`src/rtl/cbu_regs.vh`:
```
// Constants for the conditional branch unit: opcode codes, widths, cycle counts.
// Assumes inclusion by bare name from the design file only.
`ifndef CBU_REGS_VH
`define CBU_REGS_VH

// Widths
`define CBU_PC_W 16
`define CBU_OFS_W 7
`define CBU_OP_W 4

// Branch opcode codes presented by the decoder
`define CBU_OP_NONE 4'h0
`define CBU_OP_CARRY_CLEAR 4'h1
`define CBU_OP_SAME_OR_HIGHER 4'h2
`define CBU_OP_UNSIGNED_LOWER 4'h3
`define CBU_OP_ON_MINUS 4'h4
`define CBU_OP_ON_PLUS 4'h5
`define CBU_OP_SIGNED_GE 4'h6
`define CBU_OP_SIGNED_LT 4'h7
`define CBU_OP_HALF_SET 4'h8
`define CBU_OP_HALF_CLEAR 4'h9
`define CBU_OP_TBIT_SET 4'hA

// Cycle counts
`define CBU_CYC_NOT_TAKEN 2'h1
`define CBU_CYC_TAKEN 2'h2

// Reset values
`define CBU_PC_RST 16'h0000

`endif

```
`src/rtl/cbu_branch_unit.v`:
```
// Conditional branch unit: tests one status flag, or N xor V for the signed pair, per branch opcode, computes target.
// Assumes the decoder presents op_i with start_i for one cycle and holds off new
// starts while busy_o is high; flags and pc are stable with start_i.
`timescale 1ns/1ps
`include "cbu_regs.vh"

module cbu_branch_unit (
    // Clock and reset
    input wire sys_clk_i,
    input wire arst_n_i,
    // Decoder request
    input wire start_i,
    input wire [`CBU_OP_W-1:0] op_i,
    input wire [`CBU_OFS_W-1:0] offset_i,
    input wire [`CBU_PC_W-1:0] pc_i,
    // Status flags
    input wire flag_c_i,
    input wire flag_n_i,
    input wire flag_v_i,
    input wire flag_h_i,
    input wire flag_t_i,
    // Program counter update
    output wire pc_load_o,
    output wire [`CBU_PC_W-1:0] pc_next_o,
    output wire taken_o,
    output wire done_o,
    output wire busy_o
);

    // Timing at a glance
    // Request edge: start_i with a known opcode while idle
    // Not taken: load and done pulse right after the request edge
    // Not taken: pc_next_o is the branch address plus one
    // Taken: busy_o high for one cycle after the request edge
    // Taken: load and done pulse in the cycle after busy_o
    // Taken: pc_next_o is address plus signed offset plus one
    // taken_o and pc_next_o hold until the next load pulse
    // done_o always pulses together with pc_load_o
    //
    // Refusals
    // Opcode zero and unassigned codes give no answer at all
    // Requests while busy_o is high are dropped silently
    // Caller must present a dropped request again itself
    //
    // Back to back
    // A not-taken branch may be followed at the very next edge
    // After a taken one, the cycle with done_o high may start anew
    //
    // Flags and pc
    // Flags, pc and offset are read only at the request edge
    // Target is latched then, so inputs may move during busy_o
    // No flag is ever written; the block has no flag outputs
    //
    // Limitations
    // Offset reaches -64 to +63 around the next address
    // Sums wrap silently modulo the pc width, no error flag
    // Interrupt-flag and bit-indexed branch forms live elsewhere
    // Registered outputs keep the pc path free of glitches
    // Cost: fall-through spends one cycle a bypass would save

    // Sequencer state codes
    localparam ST_IDLE = 1'b0;
    localparam ST_TAKEN = 1'b1;

    reg state_ff;
    reg pc_load_ff;
    reg [`CBU_PC_W-1:0] pc_next_ff;
    reg taken_ff;
    reg done_ff;
    reg busy_ff;
    reg [`CBU_PC_W-1:0] target_ff;

    // Next values of the registers
    reg nxt_state;
    reg nxt_pc_load;
    reg [`CBU_PC_W-1:0] nxt_pc_next;
    reg nxt_taken;
    reg nxt_done;
    reg nxt_busy;
    reg [`CBU_PC_W-1:0] nxt_target;

    // Flag conditions, one per test
    wire cond_c_clr;
    wire cond_c_set;
    wire cond_n_set;
    wire cond_n_clr;
    wire cond_sgn_lt;
    wire cond_sgn_ge;
    wire cond_h_set;
    wire cond_h_clr;
    wire cond_t_set;
    wire accept;

    reg cond;
    reg valid_op;
    wire [`CBU_PC_W-1:0] ofs_ext;
    wire [`CBU_PC_W-1:0] target;
    wire [`CBU_PC_W-1:0] fall_pc;

    // Sign extend so backward branches subtract
    assign ofs_ext = {{(`CBU_PC_W-`CBU_OFS_W){offset_i[`CBU_OFS_W-1]}}, offset_i};

    // Sum truncated to pc width: wraps silently past either end
    assign target = pc_i + ofs_ext + 16'h0001;
    assign fall_pc = pc_i + 16'h0001;

    // Flag tests; signed compare uses negative xor overflow
    assign cond_c_clr = ~flag_c_i;
    assign cond_c_set = flag_c_i;
    assign cond_n_set = flag_n_i;
    assign cond_n_clr = ~flag_n_i;
    assign cond_sgn_lt = flag_n_i ^ flag_v_i;
    assign cond_sgn_ge = ~cond_sgn_lt;
    assign cond_h_set = flag_h_i;
    assign cond_h_clr = ~flag_h_i;
    assign cond_t_set = flag_t_i;

    // Only an idle sequencer takes a request; later ones are dropped
    assign accept = start_i && valid_op && (state_ff == ST_IDLE);

    // Condition select per opcode; flags are only read, never written
    always @* begin
        cond = 1'b0;
        valid_op = 1'b1;
        case (op_i)
            `CBU_OP_CARRY_CLEAR: cond = cond_c_clr;
            `CBU_OP_SAME_OR_HIGHER: cond = cond_c_clr;
            `CBU_OP_UNSIGNED_LOWER: cond = cond_c_set;
            `CBU_OP_ON_MINUS: cond = cond_n_set;
            `CBU_OP_ON_PLUS: cond = cond_n_clr;
            `CBU_OP_SIGNED_GE: cond = cond_sgn_ge;
            `CBU_OP_SIGNED_LT: cond = cond_sgn_lt;
            `CBU_OP_HALF_SET: cond = cond_h_set;
            `CBU_OP_HALF_CLEAR: cond = cond_h_clr;
            `CBU_OP_TBIT_SET: cond = cond_t_set;
            default: valid_op = 1'b0;
        endcase
    end

    // Two-state sequencer: taken branch spends one extra cycle refilling fetch
    always @* begin
        nxt_state = state_ff;
        nxt_pc_load = 1'b0;
        nxt_pc_next = pc_next_ff;
        nxt_taken = taken_ff;
        nxt_done = 1'b0;
        nxt_busy = busy_ff;
        nxt_target = target_ff;
        case (state_ff)
            ST_IDLE: begin
                if (accept) begin
                    if (cond) begin
                        // Hold target, finish next cycle
                        nxt_target = target;
                        nxt_busy = 1'b1;
                        nxt_state = ST_TAKEN;
                    end else begin
                        // Fall through answers at the edge after the request
                        nxt_pc_load = 1'b1;
                        nxt_pc_next = fall_pc;
                        nxt_taken = 1'b0;
                        nxt_done = 1'b1;
                    end
                end
            end
            ST_TAKEN: begin
                // Requests seen now are dropped by the idle-only accept
                nxt_pc_load = 1'b1;
                nxt_pc_next = target_ff;
                nxt_taken = 1'b1;
                nxt_done = 1'b1;
                nxt_busy = 1'b0;
                nxt_state = ST_IDLE;
            end
            default: begin
                nxt_state = ST_IDLE;
                nxt_busy = 1'b0;
            end
        endcase
    end

    // State and output registers; reset loads constants only
    always @(posedge sys_clk_i or negedge arst_n_i) begin
        if (!arst_n_i) begin
            state_ff <= ST_IDLE;
            pc_load_ff <= 1'b0;
            pc_next_ff <= `CBU_PC_RST;
            taken_ff <= 1'b0;
            done_ff <= 1'b0;
            busy_ff <= 1'b0;
            target_ff <= `CBU_PC_RST;
        end else begin
            state_ff <= nxt_state;
            pc_load_ff <= nxt_pc_load;
            pc_next_ff <= nxt_pc_next;
            taken_ff <= nxt_taken;
            done_ff <= nxt_done;
            busy_ff <= nxt_busy;
            target_ff <= nxt_target;
        end
    end

    // Registered outputs
    assign pc_load_o = pc_load_ff;
    assign pc_next_o = pc_next_ff;
    assign taken_o = taken_ff;
    assign done_o = done_ff;
    assign busy_o = busy_ff;

endmodule // cbu_branch_unit

```
`config.mk`:
```
export PLATFORM = sky130hd
export DESIGN_NAME = cbu_branch_unit
export DESIGN_NICKNAME = d
export VERILOG_FILES = /design/src/rtl/cbu_branch_unit.v
export VERILOG_INCLUDE_DIRS = /design/src /design/src/rtl
export SDC_FILE = /design/constraint.sdc
export NUM_CORES = 1
export LEC_CHECK = 0
export ABC_CLOCK_PERIOD_IN_PS = 1800
export BUFFER_PORTS_ARGS = -buffer_cell sky130_fd_sc_hd__buf_2
export CAP_MARGIN = 10
export CORE_MARGIN = 4
export CORE_UTILIZATION = 55
export DETAILED_ROUTE_END_ITERATION = 12
export GPL_TIMING_DRIVEN = 0
export PLACE_DENSITY_LB_ADDON = 0.05
export SLEW_MARGIN = 20
export SYNTH_ARGS = -nofsm -noshare
export SYNTH_HDL_FRONTEND = slang
export SYNTH_SLANG_ARGS = --single-unit
export TNS_END_PERCENT = 1
```
`constraint.sdc`:
```
create_clock -name sys_clk_i -period 1.8 [get_ports sys_clk_i]
set_clock_uncertainty 0.05 [all_clocks]
set_input_delay 0 -clock sys_clk_i [delete_from_list [all_inputs] [get_ports sys_clk_i]]
set_output_delay 0 -clock sys_clk_i [all_outputs]
set_load 0.05 [all_outputs]
```
**Word level (Yosys, flattened, before mapping)**

Index checks and enable logic that the tools add are counted.

- Register bits after elaboration: 36
- Input bits: 35
- Output and inout bits: 20
- Logic and storage cells: 52

- $add $sub $neg: 3
- Eq/ne operators: 13
- Multiplexer cells: 17
- Bitwise logic cells: 6
- Reductions and logical operators: 7

Operator list:

| cell | number |
|---|---|
| adder 16 x 1 -> 16 bit (second input constant) | 2 |
| 2-to-1 mux 16 bit | 2 |
| case mux 16 bit (2 select lines) | 1 |
| adder 16 bit | 1 |
| equality test 4 x 3 -> 1 bit (second input constant) | 4 |
| equality test 4 bit (second input constant) | 3 |
| OR reduction 10 bit | 1 |
| 2-to-1 mux 1 bit | 9 |
| case mux 1 bit (9 select lines) | 1 |
| equality test 4 x 2 -> 1 bit (second input constant) | 2 |
| case mux 1 bit (2 select lines) | 4 |
| inequality test 2 bit (second input constant) | 3 |
| inverter 1 bit | 5 |
| equality test 4 x 1 -> 1 bit (second input constant) | 1 |
| AND reduction 2 bit | 2 |
| AND reduction 3 bit | 1 |
| logical AND 1 bit | 2 |
| OR reduction 2 bit | 1 |
| bitwise XOR 1 bit | 1 |

**Depth between registers and ports, before layout**

Gate-level depths: netlist (run 1).

- Word-level depth: 7
- Depth in mapped cells: 10
- Mapped depth without buffers: 10

**Worst setup path before layout (run 1)**

No wires, ideal clock.

- Kind: input-to-reg
- Start: input port offset_i[0]
- End: register target_ff[14]
- Library setup time: 0.124 ns
- Arrival: 1.617 ns
- Required time: 1.626 ns
- Setup slack: 0.010 ns
- Cell stages on the path: 10
- Path buffers: 0
- Cells stage by stage: inv_1 ha_1 inv_1 fa_1 a211oi_1 o21bai_1 o22a_1 nor4_1 a211o_1 o21ai_1

- Word-level cells in the longest chain between the ends: 2

Ends and longest elaborated chain:

| item | RTL line | RTL |
|---|---|---|
| from (decl) | cbu_branch_unit.v:14 | `` input wire [`CBU_OFS_W-1:0] offset_i, `` |
| adder 16 bit | cbu_branch_unit.v:104 | `assign target = pc_i + ofs_ext + 16'h0001;` |
| adder 16 x 1 -> 16 bit | cbu_branch_unit.v:104 |  |
| to (signal assigned) | cbu_branch_unit.v:191 | `` target_ff <= `CBU_PC_RST; `` |
| to (signal assigned) | cbu_branch_unit.v:199 | `target_ff <= nxt_target;` |
| to (decl) | cbu_branch_unit.v:71 | `` reg [`CBU_PC_W-1:0] target_ff; `` |

No other way between the ends.
A chain may end at the register's enable or synchronous reset.

**Worst setup path in the final report (run 1)**

- Start: input port offset_i[0]
- End: register target_ff[10]

The elaborated chain is that of the path after synthesis.

==> results.py, run 1 <==
metrics = {
    "setup_path": {
        "crit_type": "input port to register",
        "required_ns": 1.92,
        "worstPathMaxFanout": 5,
        "worst_setup_path_end_kind": "register",
        "cp-start-kind": "input port",
        "cp_data_arrival_time_ns": 1.83,
    },
    "cells_and_area": {
        "finalInstanceArea_sq_um": 3090,
        "seqCellArea_sq_um": 901,
        "antenna_cells": 0,
        "final_cells": 403,
        "drive_gt1_frac": 0.251,
        "fillCellCount": 372,
        "syn_to_final_growth_pct": 18.4,
        "final_nets": 403,
        "multi_input_area_sq_um": 1630,
    },
    "global_routing": {
        "grt_max_degree": 37,
        "grt_pass1_vias": 2150,
        "grt_pass1_wl_microns": 10100,
        "overflow": 0,
        "grt_antenna_before_repair": 0,
        "grt_usage": 0.212,
    },
    "clock_network": {
        "clk_path_buf_depth": 2,
        "cts_root_buf": "clkbuf_8",
        "cts_tree": "done",
        "htreeDepth": 2,
        "clk_latency_ns": 0.28,
        "cts_buffers": 5,
        "clkTransAtPathRegs_ns": 0.07,
        "cts.sinks": 36,
    },
    "detailed_routing": {
        "first_iter_violations": 133,
        "firstDrtPassIters": 4,
        "wl_per_cell_microns": 15.2,
        "drcViolationCount": 0,
        "vias": 2366,
        "ant_nets": 0,
        "routed_via_density": 5.87,
        "wl_microns": 6130,
    },
    "placement": {
        "placed_cells": 393,
        "place_area_sq_um": 2940,
        "hpwl_microns": 4760,
        "port_buffers": 52,
        "gp_congestion": 0.884,
    },
    "run": {
        "cap_viol_max_count": 0,
    },
    "synth": {
        "synth.avg_cell_area_sq_um": 9.03,
        "synth.area.mux_share": 0.0374,
        "async_reset_ff_frac": 1.00,
        "synthAdderAreaFrac": 0.0844,
        "yosysTopAreaCell": "dfrtp_1",
        "synth_top_area_frac": 0.345,
        "synth_edf_count": 0,
        "synth_compound_area_frac": 0.217,
        "synth.distinct_cells": 52,
        "synth_common_cells": "dfrtp_1 (36), nand2_1 (29), nor2_1 (21), o21ai_1 (21)",
        "synth_flop_cell": "dfrtp_1",
        "ys_warn_count": 0,
        "synth_top_family_by_area": "compound AO/OA/AOI/OAI gates",
        "synthTopCellsByArea": "dfrtp_1 (35%), ha_1 (7.7%), xnor2_1 (4.7%)",
        "synth_nets": 341,
        "yosysSeqAreaShare": 0.345,
        "synth-seq-cells": 36,
        "synth_area_sq_um": 2610,
        "synth_most_common_cell": "dfrtp_1",
        "syn_inst": 289,
        "yosys.area_share.simple": 0.181,
        "synth_xor_area_frac": 0.0906,
    },
    "sta": {
        "setup_violations": 0,
        "min_period_ns": 1.71,
        "max_clock_freq_ghz": 0.584,
        "fin_crit_sh": 0.952,
        "tightestPinTransition_ns": 0.801,
        "grt_setup_unrepaired": "true",
        "slew_headroom": 0.466,
        "hold_viol": 0,
        "slew_viol_final": 0,
    },
    "worst_hold_path": {
        "hp-class": "input port to register",
    },
    "power": {
        "p_leak_nw": 1.43,
        "power_density_nw_per_um2": 1010,
        "vdd_drop_max_mv": 0.597,
    },
    "outcome": {
        "run_status": "complete, no violations",
    },
    "floorplan": {
        "dieArea_sq_um": 5910,
        "rows": 24,
        "io_pins": 55,
        "die_w_microns": 76.9,
        "coreArea_sq_um": 4470,
        "die_h_microns": 76.9,
        "start_util": 0.583,
    },
}
==> cell type report <==
class                      count  share of cell area
multi-input combinational    228               0.528
sequential                    36               0.292
timing repair buffer          57              0.0988
buffer                        14              0.0247
clock buffer                   6              0.0235
tap                           52              0.0211
inverter                       9              0.0109
clock inverter                 1             0.00162
==> routing by layer <==
layer | share of wire | global-route usage | up-vias
met5 | 0 | 0 | -
met4 | 0.0090 | 0.0525 | 0
met3 | 0.066 | 0.0304 | 6
met2 | 0.45 | 0.336 | 73
met1 | 0.47 | 0.304 | 1108
li1 | - | - | 1179
==> power breakdown <==
group,switching [mW],internal (mW),leakage [nW]
logic,0.928,0.463,0.947
clock network,0.260,0.263,0.0410
registers,0.148,1.07,0.447
total,1.34,1.80,1.43
==> sequential cells by signal, summed over array words and instances (netlist names) <==
register / count
state_ff: 1
done_o: 1
target_ff: 16
taken_o: 1
busy_o: 1
pc_next_o: 16
==> per-stage QoR <==
stage               worst slack [ns]  hold slack [ns]  power [mW]   util  TNS, ns
floorplan                    0.00958           -0.346        2.22      -        0
global placement              -0.381           0.0764        2.56  0.656    -2.64
detailed placement            -0.409           0.0812        2.60  0.656    -2.97
CTS                          0.00506           0.0609        3.13  0.678        0
global route                 -0.0193           0.0966        3.33  0.690  -0.0195
finish                        0.0868           0.0725        3.13  0.690        0
==> worst max-delay path: stages <==
cell and delay, ns:
buf_2 0.10, inv_1 0.09, ha_4 0.15, inv_2 0.04
fa_2 0.41, a211oi_2 0.20, o21bai_1 0.11, o22a_2 0.27
a31oi_2 0.19, xor2_1 0.18, o21ai_1 0.09
==> cell families (layout without fill, tap and decap cells) <==
kind of cell    after synthesis  in the layout
flops                        36             36
compound gates               83             83
xor+xnor                     27             27
buf+inv                      25             87
mux                           9              9
simple gates                 92             92
fa+ha+maj                    17             17
==> final timing paths <==
| path | start | to | slack (ns) | depth (start not counted) |
|---|---|---|---|---|
| min in group asynchronous | arst_n_i | pc_next_o[0] | 0.30 | 2 |
| setup / recovery | offset_i[0] | target_ff[10] | 0.09 | 11 |
| setup reg to reg | state_ff | pc_next_o[13] | 0.15 | 4 |
| hold reg to reg | taken_o | taken_o | 0.43 | 1 |
| max in group asynchronous | arst_n_i | pc_next_o[8] | 0.90 | 2 |
| hold / removal | pc_i[12] | pc_next_o[12] | 0.07 | 4 |
==> repair_timing <==
action | in CTS | in global routing
resized for setup | 3 | 12
cloned | 0 | 0
endpoints found under the hold margin | 36 | 0
pin swaps | 1 | 10
setup buffers | 0 | 4
setup endpoints to repair | 3 | 23
hold buffers | 1 | 0
==> cells in the final DEF, fill, tap and decap left out, types with 2 or more instances in the layout <==
| cell | Yosys | routed |
|---|---|---|
| a211o_1 | 5 | 5 |
| a21o_1 | 3 | 3 |
| a21oi_1 | 16 | 15 |
| a221o_1 | 11 | 11 |
| a31oi_1 | 4 | 3 |
| and2_1 | 2 | 2 |
| and3_1 | 2 | 2 |
| and4_1 | 2 | 2 |
| buf_2 | 3 | 53 |
| buf_4 | 3 | 8 |
| clkbuf_1 | 9 | 7 |
| clkbuf_8 | 0 | 5 |
| dfrtp_1 | 36 | 36 |
| ha_1 | 16 | 15 |
| inv_1 | 7 | 5 |
| inv_2 | 2 | 4 |
| mux2i_1 | 6 | 6 |
| nand2_1 | 29 | 29 |
| nand2b_1 | 4 | 4 |
| nand3_1 | 8 | 8 |
| nand3b_1 | 3 | 3 |
| nand4_1 | 6 | 6 |
| nor2_1 | 21 | 21 |
| nor2b_1 | 2 | 2 |
| nor3b_1 | 3 | 3 |
| o211ai_1 | 2 | 2 |
| o21a_1 | 3 | 3 |
| o21ai_0 | 7 | 7 |
| o21ai_1 | 21 | 21 |
| o31ai_1 | 2 | 2 |
| or4_1 | 2 | 2 |
| xnor2_1 | 14 | 14 |
| xor2_1 | 13 | 13 |
Note: power is estimated with default switching activity, not from simulation.
==> run 2, diff against run 1 <==
--- a/config.mk
+++ b/config.mk
@@ -9,11 +9,13 @@
 export ABC_CLOCK_PERIOD_IN_PS = 1800
 export BUFFER_PORTS_ARGS = -buffer_cell sky130_fd_sc_hd__buf_2
 export CAP_MARGIN = 10
+export CELL_PAD_IN_SITES_DETAIL_PLACEMENT = 2
+export CELL_PAD_IN_SITES_GLOBAL_PLACEMENT = 2
 export CORE_MARGIN = 4
-export CORE_UTILIZATION = 55
+export CORE_UTILIZATION = 33
 export DETAILED_ROUTE_END_ITERATION = 12
 export GPL_TIMING_DRIVEN = 0
-export PLACE_DENSITY_LB_ADDON = 0.05
+export PLACE_DENSITY = 0.83
 export SLEW_MARGIN = 20
 export SYNTH_ARGS = -nofsm -noshare
 export SYNTH_HDL_FRONTEND = slang
==> results.py, run 2 (synthesis gave the netlist of run 1 again) <==
metrics = {
    "setup_path": {
        "r2r_slack_ns": 0.09,
        "worstPathMaxFanout": 6,
        "crit_family": "compound AO/OA/AOI/OAI gates",
        "cp_data_arrival_time_ns": 1.85,
        "crit_type": "input port to register",
        "slowest_delay_ns": 0.37,
        "crit_slowest_cell": "ha_1",
        "r2r_end": "pc_next_o[2]",
        "worst-path-buf-inv": 1,
        "critPathLaunch": "pc_i[2]",
        "r2r-start": "state_ff",
        "critical_path.cell_chain": "buf_2 > ha_1 > o211ai_1 > a211oi_2 > o211a_1 > nor4b_1 > a311o_1 > o21ai_1",
        "rr_worst_depth": 5,
        "cp-start-kind": "input port",
        "worst_setup_path_end_kind": "register",
        "required_ns": 1.92,
    },
    "clock_network": {
        "clkTransAtPathRegs_ns": 0.07,
        "clk_latency_ns": 0.29,
        "htreeDepth": 2,
        "cts_root_buf": "clkbuf_8",
        "clk_path_buf_depth": 2,
        "cts_tree": "done",
        "cts_buffers": 5,
        "cts.sinks": 36,
    },
    "sta": {
        "grt_setup_unrepaired": "true",
        "fin_crit_sh": 0.960,
        "max_clock_freq_ghz": 0.579,
        "tightestPinTransition_ns": 0.808,
        "setup_violations": 0,
        "tns_ns": 0,
        "min_period_ns": 1.73,
        "slew_headroom": 0.461,
        "hold_viol": 0,
        "whs_ns": 0.0559,
        "slew_viol_final": 0,
        "fin_ws_ns": 0.0720,
    },
    "global_routing": {
        "overflow": 0,
        "grt_max_degree": 37,
        "grt_usage": 0.178,
        "busiest_layer": "met2",
        "use_met2": 0.328,
        "grt_pass1_vias": 2647,
        "use_met3": 0.0252,
        "grt_antenna_before_repair": 0,
        "global_route.usage.met1": 0.220,
        "grt_pass1_wl_microns": 13800,
    },
    "placement": {
        "place_ws_ns": -0.558,
        "gp_congestion": 0.877,
        "hpwl_microns": 6680,
        "port_buffers": 52,
    },
    "worst_hold_path": {
        "min_to": "pc_next_o[12]",
        "hp-class": "input port to register",
        "worstHoldPathCells": 4,
        "min_from": "pc_i[12]",
    },
    "cells_and_area": {
        "seqCellArea_sq_um": 901,
        "multi_input_area_sq_um": 1660,
        "syn_to_final_growth_pct": 21.5,
        "final_common_cell": "buf_2",
        "drive_gt1_frac": 0.264,
        "final_nets": 400,
        "final_cell_mix": "buf_2 (55), dfrtp_1 (36), nand2_1 (29)",
        "antenna_cells": 0,
        "fillCellCount": 867,
    },
    "floorplan": {
        "coreArea_sq_um": 7730,
        "die_h_microns": 96.9,
        "rows": 32,
        "io_pins": 55,
        "start_util": 0.338,
        "dieArea_sq_um": 9400,
        "die_w_microns": 96.9,
    },
    "detailed_routing": {
        "wl_microns": 8350,
        "drcViolationCount": 0,
        "ant_nets": 0,
        "vias": 2433,
        "routed_via_density": 5.39,
        "wl_per_cell_microns": 18.5,
        "first_iter_violations": 52,
        "firstDrtPassIters": 4,
    },
    "power": {
        "p_total_mw": 3.25,
        "clkPwrFrac": 0.176,
        "power_density_nw_per_um2": 1030,
        "vdd_drop_max_mv": 0.333,
        "comb_power_share": 0.445,
        "p_int_mw": 1.81,
        "p_seq_frac": 0.379,
        "power.share.switching": 0.445,
        "p_leak_nw": 1.44,
        "power_switching_mw": 1.45,
    },
    "outcome": {
        "run_status": "complete, no violations",
    },
    "run": {
        "cap_viol_max_count": 0,
    },
}
==> run 2: cell types whose count changed in the layout (fill, tap and decap cells not counted), moves of 2 or more <==
cell,before,now
buf_2,53,55
o21ai_1,21,23
o21ai_0,7,5
clkbuf_1,7,4
buf_4,8,5
==> run 2: timing repair <==
action,in CTS,in global routing
resized for setup,8,13
setup buffers,0,2
pin swaps,5,7
endpoints found under the hold margin,36,0
setup endpoints to repair,8,8
hold buffers,1,0
==> run 2: layout make-up <==
class	instances	share of cell area
multi-input combinational	228	0.523
sequential	36	0.284
timing repair buffer	55	0.0907
tap	102	0.0402
buffer	13	0.0233
clock buffer	5	0.0217
inverter	9	0.0107
clock inverter	3	0.00592
==> run 2: power groups by stage <==
stage | Combinational [mW] | Clock (mW) | Sequential (mW)
floorplan | 0.584 | 0 | 1.64
global placement | 1.36 | 0 | 1.22
detailed placement | 1.42 | 0 | 1.25
CTS | 1.44 | 0.583 | 1.24
global route | 1.57 | 0.616 | 1.27
finish | 1.45 | 0.572 | 1.23
==> run 2: routing by layer <==
metal / up-vias / share of wire
li1: 1163 / -
met4: 0 / 0.011
met5: - / 0
met2: 40 / 0.53
met1: 1223 / 0.44
met3: 7 / 0.024
==> run 2: worst register-to-register path, delay by kind of cell (launching register included) <==
kind / cells / cell delay [ns]
simple gates: 2 / 0.71
buf+inv: 2 / 0.39
compound gates: 1 / 0.13
flops: 1 / 0.36
==> run 2: through the flow <==
stage	cell area, sq um	cells	utilization
floorplan	2610	289	-
global placement	3000	443	0.388
detailed placement	3000	443	0.388
CTS	3120	452	0.404
global route	3170	451	0.410
finish	3170	451	0.410
==> run 2: how the worst max path moves through the flow <==
stage | slack, ns | cells after the start | endpoint
final | 0.07 | 8 | target_ff[13]
after global routing | -0.05 | 11 | target_ff[12]
after CTS | -0.02 | 11 | target_ff[10]
after detailed placement | -0.56 | 11 | target_ff[14]
after global placement | -0.45 | 11 | target_ff[14]
after floorplan | 0.01 | 10 | target_ff[14]
==> run 3, diff against run 2 <==
--- a/config.mk
+++ b/config.mk
@@ -6,16 +6,17 @@
 export SDC_FILE = /design/constraint.sdc
 export NUM_CORES = 1
 export LEC_CHECK = 0
+export ABC_AREA = 1
 export ABC_CLOCK_PERIOD_IN_PS = 1800
 export BUFFER_PORTS_ARGS = -buffer_cell sky130_fd_sc_hd__buf_2
 export CAP_MARGIN = 10
 export CELL_PAD_IN_SITES_DETAIL_PLACEMENT = 2
 export CELL_PAD_IN_SITES_GLOBAL_PLACEMENT = 2
 export CORE_MARGIN = 4
-export CORE_UTILIZATION = 33
+export CORE_UTILIZATION = 31
 export DETAILED_ROUTE_END_ITERATION = 12
 export GPL_TIMING_DRIVEN = 0
-export PLACE_DENSITY = 0.83
+export PLACE_DENSITY = 0.84
 export SLEW_MARGIN = 20
 export SYNTH_ARGS = -nofsm -noshare
 export SYNTH_HDL_FRONTEND = slang
==> results.py, run 3 <==
metrics = {
    "synth": {
        "synth_common_cells": "nand2_1 (179), nand3_1 (55), inv_1 (45)",
        "synth_top_area_frac": 0.282,
        "syn_inst": 475,
        "synth_most_common_cell": "nand2_1",
        "synth_area_sq_um": 3190,
        "synth.distinct_cells": 35,
        "synth.avg_cell_area_sq_um": 6.72,
        "yosysSeqAreaShare": 0.282,
        "ys_warn_count": 0,
        "synth_edf_count": 0,
        "synth_nets": 527,
        "synth-seq-cells": 36,
        "yosysTopAreaCell": "dfrtp_1",
        "synth_flop_cell": "dfrtp_1",
        "synthTopCellsByArea": "dfrtp_1 (28%), nand2_1 (21%), nand3_1 (8.6%)",
        "async_reset_ff_frac": 1.00,
    },
    "cells_and_area": {
        "syn_to_final_growth_pct": 17.0,
        "final_cell_mix": "nand2_1 (179), buf_2 (59), nand3_1 (55)",
        "final_cells": 670,
        "final_common_cell": "nand2_1",
        "drive_gt1_frac": 0.225,
        "finalInstanceArea_sq_um": 3730,
        "final_nets": 589,
        "antenna_cells": 0,
        "fillCellCount": 1241,
        "final_core_util": 0.377,
    },
    "clock_network": {
        "clk_path_buf_depth": 2,
        "clk_latency_ns": 0.29,
        "htreeDepth": 2,
        "ctsResizeCount": 0,
        "cts_tree": "done",
        "cts_root_buf": "clkbuf_8",
        "cts_buffers": 5,
        "clkTransAtPathRegs_ns": 0.07,
        "cts.sinks": 36,
    },
    "run": {
        "cap_viol_max_count": 0,
    },
    "detailed_routing": {
        "vias": 3255,
        "wl_met1_microns": 4690,
        "routed_via_density": 4.86,
        "firstDrtPassIters": 4,
        "met3_length_microns": 264,
        "drcViolationCount": 0,
        "wl_microns": 10400,
        "wl_met2_microns": 5230,
        "first_iter_violations": 61,
        "ant_nets": 0,
        "routed.top_layer": "met4",
        "wl_per_cell_microns": 15.5,
    },
    "global_routing": {
        "grt_pass1_wl_microns": 17200,
        "overflow": 0,
        "grt_max_degree": 37,
        "grt_usage": 0.182,
        "grt_pass1_vias": 3606,
        "grt_antenna_before_repair": 0,
    },
    "sta": {
        "tightestPinTransition_ns": 0.833,
        "grt_setup_unrepaired": "false",
        "slew_headroom": 0.445,
        "min_period_ns": 1.67,
        "fin_crit_sh": 0.929,
        "slew_viol_final": 0,
        "setup_violations": 0,
        "hold_viol": 0,
        "max_clock_freq_ghz": 0.598,
    },
    "floorplan": {
        "io_pins": 55,
        "dieArea_sq_um": 12000,
        "die_h_microns": 109,
        "start_util": 0.322,
        "coreArea_sq_um": 9910,
        "die_w_microns": 109,
        "rows": 36,
    },
    "power": {
        "vdd_drop_max_mv": 0.416,
        "power_density_nw_per_um2": 917,
        "p_leak_nw": 2.07,
    },
    "placement": {
        "port_buffers": 54,
        "hpwl_microns": 8760,
        "placed_cells": 662,
        "place_area_sq_um": 3630,
        "gp_congestion": 0.849,
    },
    "setup_path": {
        "worstPathMaxFanout": 10,
        "worst_setup_path_end_kind": "register",
        "cp-start-kind": "register",
        "required_ns": 1.92,
        "slowest_delay_ns": 0.50,
        "worst-path-buf-inv": 2,
        "critical_path.cell_chain": "buf_2 > clkbuf_1 > o21ai_0 > nand3_1 > nand2_1",
        "crit_slowest_cell": "clkbuf_1",
        "cp_data_arrival_time_ns": 1.79,
        "crit_family": "buffers and inverters",
        "crit_type": "register to register",
    },
    "outcome": {
        "run_status": "complete, no violations",
    },
    "worst_hold_path": {
        "hp-class": "input port to register",
    },
}
==> run 3: layout make-up <==
cell class                 instances  area (sq um)  share of cell area
multi-input combinational        379          2020               0.540
sequential                        36           901               0.241
clock buffer                       7          96.3              0.0258
timing repair buffer              55           280              0.0751
inverter                          48           180              0.0483
tap                              133           166              0.0446
buffer                            12          92.6              0.0248
==> run 3: kinds of logic after synthesis <==
group	share of synthesized area
AO/OA/AOI/OAI	0.0706
XOR/XNOR	0.0384
adder cells (fa/ha/maj)	0.0690
buffers and inverters	0.0855
flip-flops	0.282
AND/OR/NAND/NOR	0.454
==> run 3: metrics by stage <==
| stage | setup WS, ns | TNS (ns) | total power, mW | hold slack, ns |
|---|---|---|---|---|
| CTS | 0.126 | 0 | 3.47 | 0.0378 |
| global route | 0.0272 | 0 | 3.66 | 0.0527 |
| finish | 0.129 | 0 | 3.42 | 0.0271 |
| detailed placement | -0.0988 | -0.191 | 2.81 | 0.0949 |
| floorplan | 0.407 | 0 | 2.35 | -0.346 |
| global placement | -0.00202 | -0.00202 | 2.74 | 0.0906 |
==> run 3: layer usage <==
layer | global-route usage | up-vias
met4 | 0.0499 | 0
met3 | 0.0217 | 14
met1 | 0.223 | 1562
met2 | 0.334 | 53
met5 | 0 | -
li1 | - | 1626
==> run 3: timing repair <==
item / in CTS / in global routing
setup endpoints to repair: 0 / 0
hold endpoints to repair: 36 / 0
hold buffers: 1 / 0
buffers inserted: 0 / 0
==> run 3: worst paths after layout <==
path                         startpoint  depth (start not counted)  slack [ns]             to
max                            state_ff                          5        0.13   pc_next_o[0]
min                         offset_i[0]                          4        0.03   target_ff[0]
max reg2reg                    state_ff                          5        0.13   pc_next_o[0]
min reg2reg                target_ff[0]                          2        0.45   target_ff[0]
max in group asynchronous      arst_n_i                          2        0.85  pc_next_o[10]
min in group asynchronous      arst_n_i                          2        0.32         done_o
==> run 3: worst reg2reg max path, delay by kind of cell, from the launching register on <==
family	cells	cell delay, ns
compound gates	1	0.28
buf+inv	2	0.69
flops	1	0.32
simple gates	2	0.22
==> run 3: power breakdown <==
part	switching, mW	total (mW)	leakage, nW	internal, mW
logic	1.07	1.55	1.57	0.475
clock network	0.299	0.641	0.0503	0.341
registers	0.176	1.24	0.450	1.06
